File: config.mk
export PLATFORM = sky130hd
export DESIGN_NAME = icm_port
export DESIGN_NICKNAME = d
export VERILOG_FILES = /design/src/logic/icm_port_unused_guard.sv /design/src/logic/icm_pkg.sv /design/src/logic/icm_port.sv
export SDC_FILE = /design/constraint.sdc
export NUM_CORES = 1
export LEC_CHECK = 0
export BUFFER_PORTS_ARGS = -buffer_cell sky130_fd_sc_hd__buf_2
export CAP_MARGIN = 20
export CORE_MARGIN = 2
export CORE_UTILIZATION = 50
export DETAILED_ROUTE_END_ITERATION = 8
export PLACE_DENSITY = 0.65
export SLEW_MARGIN = 20
export SYNTH_ARGS = -nofsm -noshare
export SYNTH_HDL_FRONTEND = slang
export SYNTH_SLANG_ARGS = --single-unit
File: constraint.sdc
create_clock -name i_clock -period 3.2 [get_ports i_clock]
set_input_delay 0.32 -clock i_clock [delete_from_list [all_inputs] [get_ports i_clock]]
set_output_delay 0.32 -clock i_clock [all_outputs]
set_load 0.03 [all_outputs]
File: src/logic/icm_port_unused_guard.sv
// Holds no logic; the port and its transmit FIFO live in icm_port.sv.

File: src/logic/icm_pkg.sv
// Types and constants shared by the interconnect connection manager.
// Assumes a single clock domain and a client on the same clock.
package icm_pkg;
  // ==========================================================
  // Widths and depths
  localparam int W_PORT     = 4;
  localparam int W_SIZE     = 8;
  localparam int W_CHAR     = 8;
  localparam int W_CONN     = 4;
  localparam int FIFO_DEPTH = 32;
  localparam logic [W_PORT-1:0] PORT_NONE = 4'h0; // Remote port 0 is refused only for a network-variant connect

  // ==========================================================
  // Connection states, Gray along idle-await-opening-open
  typedef enum logic [1:0] {
    state_idle_unlinked = 2'h0,
    state_awaiting_peer = 2'h1,
    state_link_opening  = 2'h3,
    state_link_open     = 2'h2
  } icm_conn_e;

  typedef enum logic [2:0] {
    OP_CONNECT    = 3'h0,
    OP_LISTEN     = 3'h1,
    OP_SEND       = 3'h2,
    OP_RECEIVE    = 3'h3,
    OP_DISCONNECT = 3'h4
  } icm_op_e;

  typedef enum logic [3:0] {
    RSP_GOOD          = 4'h0,
    RSP_BAD_LOCAL     = 4'h1,
    RSP_LOCAL_IN_USE  = 4'h2,
    RSP_BAD_REMOTE    = 4'h3,
    RSP_REFUSED       = 4'h4,
    RSP_NO_PHYSICAL   = 4'h5,
    RSP_NOT_ALLOWED   = 4'h6,
    RSP_BAD_CONN      = 4'h7,
    RSP_BAD_BUFFER    = 4'h8,
    RSP_NO_RESOURCES  = 4'h9,
    RSP_RECV_PENDING  = 4'ha,
    RSP_NOT_CONNECTED = 4'hb
  } icm_rsp_e;

  typedef enum logic [1:0] {
    RSN_REQUESTED = 2'h0,
    RSN_CLOSED    = 2'h1,
    RSN_SENSE     = 2'h2,
    RSN_LOST_SIG  = 2'h3
  } icm_reason_e;

  // ==========================================================
  // Service request carrier
  typedef struct packed {
    icm_op_e           op;
    logic [W_PORT-1:0] lport;
    logic [W_PORT-1:0] rport;
    logic              rport_vld;
    logic [W_CONN-1:0] conn;
    logic              buf_ok;
    logic [W_SIZE-1:0] size;
  } icm_req_s;

  // Whole state of the manager
  typedef struct packed {
    icm_conn_e         st;
    logic              closing;
    icm_reason_e       reason;
    logic              copy;
    logic              peer;
    logic [W_SIZE-1:0] copy_left;
    logic [W_CONN-1:0] conn_id;
    logic [W_PORT-1:0] lis_rport;
    logic              lis_any;
    logic              rcv_pend;
    logic [W_SIZE-1:0] rcv_max;
    logic [W_SIZE-1:0] rcv_cnt;
    logic              rsp_vld;
    icm_rsp_e          rsp_code;
    logic              conn_ind;
    logic              disc_ind;
    logic              rcvd_ind;
    logic [W_SIZE-1:0] rcvd_cnt;
    logic              rd_vld;
    logic [W_CHAR-1:0] rd_data;
    logic              pres_s1;
    logic              pres_s2;
    logic              pres_d;
    logic              sig_s1;
    logic              sig_s2;
  } icm_st_s;

  localparam icm_st_s ST_RESET = '0;
endpackage : icm_pkg

File: src/logic/icm_port.sv
// Connection manager and data path of one interconnect port.
// Client and transport logic share i_clock; the two line inputs are pins.
// Functional notes
// - Connect is legal only when idle or awaiting; port-in-use when open, else not-in-allowed-state.
// - Connect taken while awaiting moves to the opening state.
// - One connection per port; repeat connect or listen gets port-in-use.
// - Serial port ignores remote port; bad local or remote port rejected.
// - Connect refused by the peer answers connection-refused.
// - No presence line or link signal answers no-physical-connection.
// - Listen is legal only when idle; port-in-use when open, else not-in-allowed-state.
// - Listen with remote port accepts only that peer, else any.
// - Connected indication only follows a connect or listen.
// - Send and receive outside the open state answer not-connected.
// - Transmit buffers leave in request order, never interleaved.
// - Good send response only after all characters are copied in.
// - Send after disconnect or with wrong connection is invalid-connection.
// - Too little space is out-of-resources; bad buffer is invalid-buffer.
// - A second receive before received indication gets receive-pending.
// - Received count never exceeds the receive maximum.
// - Deliveries need not match send boundaries.
// - No received indication after disconnected until reconnected.
// - Disconnected waits until received characters are handed over.
// - Disconnect legal when awaiting, opening or open; else not-allowed. While opening, a disconnect waits until the peer answers.
// - Presence drop may, link signal loss must, close the connection.
// - Serial port opens at once, silent on the link, connected at once.
// - Disconnected indication carries a reason code.
`timescale 1ns/10ps
`default_nettype none

// ==========================================================
// Transmit FIFO
module icm_fifo #(
  parameter int W = 8,
  parameter int D = 32
) (
  input  wire logic                  i_clock,
  input  wire logic                  i_rst_n,
  input  wire logic                  i_flush,
  input  wire logic                  i_valid,
  input  wire logic [W-1:0]          i_data,
  output logic                       o_ready,
  output logic                       o_valid,
  output logic [W-1:0]               o_data,
  input  wire logic                  i_ready,
  output logic [$clog2(D):0]         o_free
);
  localparam int AW = $clog2(D);
  typedef struct packed {
    logic [D-1:0][W-1:0] mem;
    logic [AW-1:0]       wr;
    logic [AW-1:0]       rd;
    logic [AW:0]         cnt;
  } fifo_s;
  fifo_s r, s;
  logic push, pop;

  // Handshakes straight from the count
  assign o_ready = (r.cnt != (AW+1)'(D));
  assign o_valid = (r.cnt != '0);
  assign o_data  = r.mem[r.rd];
  assign o_free  = (AW+1)'(D) - r.cnt;
  assign push    = i_valid & o_ready;
  assign pop     = o_valid & i_ready;
  // Next state; flush beats any push or pop
  always_comb begin
    s = r;
    if (push) begin
      s.mem[r.wr] = i_data;
      s.wr = AW'(r.wr + 1'b1);
    end
    if (pop) s.rd = AW'(r.rd + 1'b1);
    s.cnt = (AW+1)'(r.cnt + push - pop);
    if (i_flush) begin
      s.wr  = '0;
      s.rd  = '0;
      s.cnt = '0;
    end
  end

  always_ff @(posedge i_clock or negedge i_rst_n) begin
    if (!i_rst_n) r <= '0;
    else          r <= s;
  end
endmodule : icm_fifo

// ==========================================================
// Connection manager
module icm_port
  import icm_pkg::*;
#(
  parameter bit                P_NETWORK_VARIANT_PORT = 1'b0,
  parameter logic [W_PORT-1:0] P_LOCAL_PORT           = 4'h1,
  parameter bit                P_DROP_ON_PRESENCE     = 1'b1,
  parameter int                P_DEPTH                = FIFO_DEPTH
) (
  input  wire logic              i_clock,
  input  wire logic              i_rst_n,
  input  wire logic              i_req_valid,
  input  wire icm_req_s          i_req,
  output logic                   o_req_ready,
  output logic                   o_rsp_valid,
  output icm_rsp_e               o_rsp_code,
  output logic                   o_conn_ind,
  output logic [W_CONN-1:0]      o_conn_id,
  output logic                   o_disc_ind,
  output icm_reason_e            o_disc_reason,
  input  wire logic              i_cd_valid,
  input  wire logic [W_CHAR-1:0] i_cd_data,
  output logic                   o_cd_ready,
  output logic                   o_link_valid,
  output logic [W_CHAR-1:0]      o_link_data,
  input  wire logic              i_link_ready,
  input  wire logic              i_rx_valid,
  input  wire logic [W_CHAR-1:0] i_rx_data,
  output logic                   o_rx_ready,
  output logic                   o_rd_valid,
  output logic [W_CHAR-1:0]      o_rd_data,
  output logic                   o_rcvd_ind,
  output logic [W_SIZE-1:0]      o_rcvd_count,
  input  wire logic              i_drive_side_presence_line_alt,
  input  wire logic              i_link_signal,
  input  wire logic              i_peer_accept,
  input  wire logic              i_peer_refuse,
  input  wire logic              i_peer_call,
  input  wire logic [W_PORT-1:0] i_peer_rport,
  input  wire logic              i_peer_closed
);
  icm_st_s r, s;
  logic take, phys_ok, flush, fifo_rdy, in_ok, rv;
  logic [$clog2(P_DEPTH):0] free;
  icm_rsp_e rc;

  function automatic logic conn_match(input icm_req_s q, input icm_st_s t);
    return q.conn == t.conn_id;
  endfunction

  // Requests wait while a copy or a peer answer is outstanding
  assign o_req_ready = !r.copy && !r.peer;
  assign take        = i_req_valid && o_req_ready;
  assign o_cd_ready  = r.copy && fifo_rdy;
  assign in_ok       = i_cd_valid && o_cd_ready;
  assign o_rx_ready  = (r.st == state_link_open) && r.rcv_pend && !r.closing
                       && (r.rcv_cnt < r.rcv_max);
  assign phys_ok     = r.pres_s2 && (!P_NETWORK_VARIANT_PORT || r.sig_s2);

  // Single FIFO keeps buffers strictly in request order
  icm_fifo #(.W(W_CHAR), .D(P_DEPTH)) u_txq (
    .i_clock (i_clock),
    .i_rst_n (i_rst_n),
    .i_flush (flush),
    .i_valid (in_ok),
    .i_data  (i_cd_data),
    .o_ready (fifo_rdy),
    .o_valid (o_link_valid),
    .o_data  (o_link_data),
    .i_ready (i_link_ready),
    .o_free  (free)
  );

  // ==========================================================
  // Next-state logic
  always_comb begin
    s = r;
    rv = 1'b0;
    rc = RSP_GOOD;
    flush = 1'b0;
    s.conn_ind = 1'b0;
    s.disc_ind = 1'b0;
    s.rcvd_ind = 1'b0;
    s.rd_vld   = 1'b0;
    // Pins pass two flops; edge detect compares the second with a third
    s.pres_s1 = i_drive_side_presence_line_alt;
    s.pres_s2 = r.pres_s1;
    s.pres_d  = r.pres_s2;
    s.sig_s1  = i_link_signal;
    s.sig_s2  = r.sig_s1;
    // Request decode, one response per request
    if (take) begin
      rv = 1'b1;
      case (i_req.op)
        OP_CONNECT, OP_LISTEN: begin
          if (i_req.lport != P_LOCAL_PORT) begin
            rc = RSP_BAD_LOCAL;
          end else if (r.st == state_link_open) begin
            rc = RSP_LOCAL_IN_USE;
          end else if (i_req.op == OP_LISTEN && r.st != state_idle_unlinked) begin
            rc = RSP_NOT_ALLOWED;
          end else if (r.st == state_link_opening || r.closing) begin
            rc = RSP_NOT_ALLOWED;
          end else if (P_NETWORK_VARIANT_PORT && i_req.op == OP_CONNECT
                       && i_req.rport == PORT_NONE) begin
            rc = RSP_BAD_REMOTE;
          end else if (!phys_ok) begin
            rc = RSP_NO_PHYSICAL;
          end else if (!P_NETWORK_VARIANT_PORT) begin
            // Serial link is always there: open now, nothing sent
            s.st = state_link_open;
            s.conn_id = W_CONN'(r.conn_id + 1'b1);
            s.conn_ind = 1'b1;
          end else if (i_req.op == OP_CONNECT) begin
            s.st = state_link_opening;
            s.peer = 1'b1;
            rv = 1'b0;
          end else begin
            s.st = state_awaiting_peer;
            s.lis_rport = i_req.rport;
            s.lis_any = !i_req.rport_vld;
          end
        end
        OP_SEND: begin
          if (r.st != state_link_open) begin
            rc = RSP_NOT_CONNECTED;
          end else if (r.closing || !conn_match(i_req, r)) begin
            rc = RSP_BAD_CONN;
          end else if (!i_req.buf_ok) begin
            rc = RSP_BAD_BUFFER;
          end else if (i_req.size > W_SIZE'(free)) begin
            rc = RSP_NO_RESOURCES;
          end else if (i_req.size != '0) begin
            // Answer held back until the copy is complete
            s.copy = 1'b1;
            s.copy_left = i_req.size;
            rv = 1'b0;
          end
        end
        OP_RECEIVE: begin
          if (r.st != state_link_open) begin
            rc = RSP_NOT_CONNECTED;
          end else if (r.closing || !conn_match(i_req, r)) begin
            rc = RSP_BAD_CONN;
          end else if (!i_req.buf_ok || i_req.size == '0) begin
            rc = RSP_BAD_BUFFER;
          end else if (r.rcv_pend) begin
            rc = RSP_RECV_PENDING;
          end else begin
            s.rcv_pend = 1'b1;
            s.rcv_max = i_req.size;
            s.rcv_cnt = '0;
          end
        end
        OP_DISCONNECT: begin
          if (r.st == state_idle_unlinked || r.closing) begin
            rc = RSP_NOT_ALLOWED;
          end else if (r.st == state_link_open && !conn_match(i_req, r)) begin
            rc = RSP_BAD_CONN;
          end else begin
            s.closing = 1'b1;
            s.reason = RSN_REQUESTED;
          end
        end
        default: rc = RSP_NOT_ALLOWED;
      endcase
    end
    // Copy client characters into the port's own storage
    if (in_ok) begin
      s.copy_left = W_SIZE'(r.copy_left - 1'b1);
      if (r.copy_left == W_SIZE'(1)) begin
        s.copy = 1'b0;
        rv = 1'b1;
      end
    end
    // Peer answers on the network variant
    if (r.peer && i_peer_accept) begin
      s.st = state_link_open;
      s.peer = 1'b0;
      s.conn_id = W_CONN'(r.conn_id + 1'b1);
      s.conn_ind = 1'b1;
      rv = 1'b1;
    end else if (r.peer && i_peer_refuse) begin
      s.st = state_idle_unlinked;
      s.peer = 1'b0;
      rv = 1'b1;
      rc = RSP_REFUSED;
    end
    if (r.st == state_awaiting_peer && !r.closing && i_peer_call
        && (r.lis_any || i_peer_rport == r.lis_rport)) begin
      s.st = state_link_open;
      s.conn_id = W_CONN'(r.conn_id + 1'b1);
      s.conn_ind = 1'b1;
    end
    // Delivery ends at the maximum or when the link pauses
    if (i_rx_valid && o_rx_ready) begin
      s.rd_vld = 1'b1;
      s.rd_data = i_rx_data;
      s.rcv_cnt = W_SIZE'(r.rcv_cnt + 1'b1);
    end else if (r.rcv_pend && r.rcv_cnt != '0
                 && (r.rcv_cnt == r.rcv_max || !i_rx_valid)) begin
      s.rcvd_ind = 1'b1;
      s.rcvd_cnt = r.rcv_cnt;
      s.rcv_pend = 1'b0;
      s.rcv_cnt = '0;
    end
    // Loss of the link closes at once and drops queued characters
    if (r.st != state_idle_unlinked && (!r.closing || r.reason == RSN_REQUESTED)) begin
      if (P_NETWORK_VARIANT_PORT && !r.sig_s2) begin
        s.closing = 1'b1;
        s.reason = RSN_LOST_SIG;
      end else if (P_DROP_ON_PRESENCE && r.pres_d && !r.pres_s2) begin
        s.closing = 1'b1;
        s.reason = RSN_SENSE;
      end else if (P_NETWORK_VARIANT_PORT && i_peer_closed) begin
        s.closing = 1'b1;
        s.reason = RSN_CLOSED;
      end
      if (s.closing && s.reason != RSN_REQUESTED) begin
        flush = 1'b1;
        if (r.copy || r.peer) begin
          s.copy = 1'b0;
          s.peer = 1'b0;
          rv = 1'b1;
          rc = RSP_NO_PHYSICAL;
        end
      end
    end
    // Requested close drains transmit first; any close drains receive
    if (r.closing && !r.copy
        && (!o_link_valid || r.reason != RSN_REQUESTED)) begin
      if (r.rcv_cnt != '0) begin
        s.rcvd_ind = 1'b1;
        s.rcvd_cnt = r.rcv_cnt;
        s.rcv_cnt = '0;
      end else begin
        s.disc_ind = 1'b1;
        s.st = state_idle_unlinked;
        s.closing = 1'b0;
        s.rcv_pend = 1'b0;
      end
    end
    s.rsp_vld = rv;
    if (rv) s.rsp_code = rc;
  end
  always_ff @(posedge i_clock or negedge i_rst_n) begin
    if (!i_rst_n) r <= ST_RESET;
    else          r <= s;
  end
  // Outputs straight from state flops
  assign o_rsp_valid   = r.rsp_vld;
  assign o_rsp_code    = r.rsp_code;
  assign o_conn_ind    = r.conn_ind;
  assign o_conn_id     = r.conn_id;
  assign o_disc_ind    = r.disc_ind;
  assign o_disc_reason = r.reason;
  assign o_rd_valid    = r.rd_vld;
  assign o_rd_data     = r.rd_data;
  assign o_rcvd_ind    = r.rcvd_ind;
  assign o_rcvd_count  = r.rcvd_cnt;
endmodule : icm_port

`default_nettype wire

==> flow_metrics.tcl <==
set metrics [dict create \
    final_common_cell "dfrtp_1" \
    grt_max_degree 100 \
    crit_arrival_ns 2.85 \
    first_global_vias 10370 \
    status "complete, no violations" \
    numCtsBuffers 38 \
    nets 1400 \
    synth_edf_count 0 \
    viasPerCell 5.658 \
    async_flop_share_pct 100.0 \
    antenna_found_initial 0 \
    drv_cap 0 \
    pwr-share-comb_pct 36.2 \
    wl_per_cell_um 20.22 \
    p_switching_mw 5.448 \
    ys_ff_latch 336 \
    power_mw 17.13 \
    max_freq_mhz 315.2 \
    grtUsageTotal_pct 21.73 \
    n_antenna_cell 0 \
    ys_seq_area_share_pct 50.88 \
    synth.distinct_cells 73 \
    clock_path_buffers 3 \
    synth_flop_cell "dfrtp_1" \
    drive_gt1_share_pct 44.84 \
    power_leakage_nw 8.922 \
    firstDrtPassIters 4 \
    r2r-start "u_txq.r[1]" \
    post-route-util_pct 58.58 \
    grt_setup_unrepaired "true" \
    die_h_um 185.8 \
    clock_latency_ns 0.53 \
    grt_pass1_wl_mm 58.16 \
    gp_congestion 0.8060 \
    post-dp-hpwl_mm 23.53 \
    power_density_nw_per_um2 898.6 \
    drc_errors 0 \
    clockRootBuffer "clkbuf_16" \
    use_met1_pct 31.99 \
    drt_iter0_drc 631 \
    p_clk_share_pct 25.7 \
    maxSlewHeadroom_pct 52.48 \
    drt-total-wl_mm 35.96 \
    numPortBuffers 92 \
    required_ns 2.88 \
    final_antenna_net_count 0 \
    switching_share_pct 31.81 \
    critPathKind "reg2out" \
    die_area_um2 34520 \
    global_route.peak_usage_layer "met2" \
    setup.worst_path.end_class "primary output" \
    vias 10060 \
    syn-cell-area_um2 16530 \
    grtUsageMet2_pct 34.45 \
    yosys_warnings 0 \
    start_util_pct 50.79 \
    clkSlewWorstSetupHoldPaths_ns 0.06 \
    hold_start "i_rx_data[3]" \
    core-area_um2 32540 \
    syn_to_final_growth_pct 15.33 \
    final-setup-viol-count 0 \
    critPathLaunchType "flop" \
    tns_ns 0 \
    crit_start "u_txq.r[6]" \
    ir_drop_uv 545.2 \
    cts_tree "done" \
    hold_path.class "in2reg" \
    seqPwrFrac_pct 38.0 \
    hold_viol 0 \
    post-route-period-util_pct 99.13 \
    timing.final.crit_period_ns 3.172 \
    die_w_um 185.8 \
    crit_path_max_fanout 9 \
    cts.sinks 336 \
    grt_overflow 0 \
    fp-row-count 66 \
    tightest_slew_ns 0.7096 \
    use_met3_pct 2.994 \
    syn_nets 1289 \
    p_int_mw 11.68 \
    syn_inst 1195 \
    htree_levels 2 \
    layout_common_cells "dfrtp_1, mux2_2, buf_2, mux4_2, buf_4" \
    finalClockSkew_ns 0.02231 \
    ioPinCount 100 \
    slew_violations 0 \
    syn_area_per_cell_um2 13.83 \
]
==> sequential cells by signal, indices dropped and copies added, names as in the netlist <==
signal and flops:
o_rsp_code 4, phys_ok 1, r 32, o_rcvd_count 8, u_txq.r 272, o_rd_data 8
o_disc_reason 2, o_disc_ind 1, o_rsp_valid 1, o_rcvd_ind 1, o_rd_valid 1, o_conn_ind 1
o_conn_id 4
==> logic make-up (layout without fill, tap and decap cells) <==
| family | count (synthesis) | after routing | share of synthesized area [%] |
|---|---|---|---|
| AO/OA/AOI/OAI | 109 | 109 | 4.399 |
| XOR/XNOR | 23 | 23 | 1.219 |
| adder cells (fa/ha/maj) | 38 | 38 | 2.907 |
| buffers and inverters | 123 | 264 | 3.710 |
| flip-flops | 336 | 336 | 50.88 |
| multiplexers | 357 | 357 | 29.77 |
| AND/OR/NAND/NOR | 209 | 209 | 7.117 |
==> layer usage <==
| metal | part of all wire, % | wire length, um | up-vias |
|---|---|---|---|
| met5 | 0 | 0 | - |
| li1 | - | - | 4573 |
| met3 | 4.7 | 1687 | 52 |
| met2 | 47 | 17030 | 214 |
| met1 | 46 | 16630 | 5221 |
| met4 | 1.7 | 607 | 0 |
==> critical path, stage by stage, from the launching register on <==
cell and delay (ns):
dfrtp_4 0.50, buf_12 0.15, buf_12 0.12, buf_16 0.14
mux4_2 0.41, mux4_2 0.52, mux2_2 0.31, buf_4 0.17
==> worst paths after layout <==
path                                  end  slack [ns]  cells after the start
min in group asynchronous    u_txq.r[158]        0.35                      2
max                        o_link_data[3]        0.03                      7
max in group asynchronous    u_txq.r[122]        1.86                      3
min                          o_rd_data[3]        0.02                      2
min reg2reg                       phys_ok        0.35                      0
max reg2reg                         r[61]        0.29                     12
==> layout make-up <==
type / instances / area (um^2)
Fill cell: 2643 / 13480
Sequential cell: 336 / 8413
Multi-Input combinational cell: 736 / 7510
Clock buffer: 62 / 1172
Timing Repair Buffer: 159 / 1167
Tap cell: 442 / 553.0
Inverter: 35 / 131.4
Clock inverter: 8 / 112.6
==> timing repair <==
| action | in CTS | in global routing |
|---|---|---|
| hold buffers | 4 | 0 |
| gates cloned | 1 | 1 |
| buffers inserted | 2 | 5 |
| resized for setup | 3 | 14 |
| endpoints found under the setup margin | 8 | 10 |
| hold endpoints to repair | 77 | 0 |
==> power by group through the flow <==
| stage | registers [mW] | logic (mW) | clock network [mW] |
|---|---|---|---|
| after global placement | 6.53 | 5.76 | 0 |
| after floorplan | 6.21 | 4.62 | 0 |
| after CTS | 6.52 | 6.06 | 4.50 |
| after global routing | 6.70 | 6.72 | 4.69 |
| after detailed placement | 6.59 | 5.88 | 0 |
| final | 6.51 | 6.21 | 4.41 |
==> synthesized netlist by cell type (7+ instances only) <==
master / number / area, um^2
nor2_1: 37 / 138.9
a21oi_1: 24 / 120.1
mux2_1: 20 / 225.2
o21ai_0: 28 / 140.1
nand4_1: 11 / 68.82
clkbuf_1: 44 / 165.2
nor4_1: 10 / 62.56
nand2_1: 39 / 146.4
and3_1: 7 / 43.79
dfrtp_1: 336 / 8408
mux4_2: 80 / 1802
ha_1: 36 / 450.4
xnor2_1: 10 / 87.58
nor2_2: 29 / 181.4
mux2_2: 256 / 2883
buf_2: 7 / 35.03
xor2_1: 13 / 113.9
inv_1: 33 / 123.9
nor2b_1: 7 / 43.79
nand2b_1: 15 / 93.84
buf_4: 28 / 210.2
nand3_1: 14 / 70.07
==> per-stage QoR <==
step	setup WS (ns)	area, um^2	hold slack [ns]	std cells
finish	0.02785	19060	0.01813	1778
global route	-0.04697	19060	0.01676	1778
CTS	-0.02081	18950	0.004759	1772
detailed placement	0.3145	17570	0.3364	1695
global placement	0.3747	17570	0.3331	1695
floorplan	0.3289	16530	0.02441	1195
Note: power is estimated with default switching activity, not from simulation.
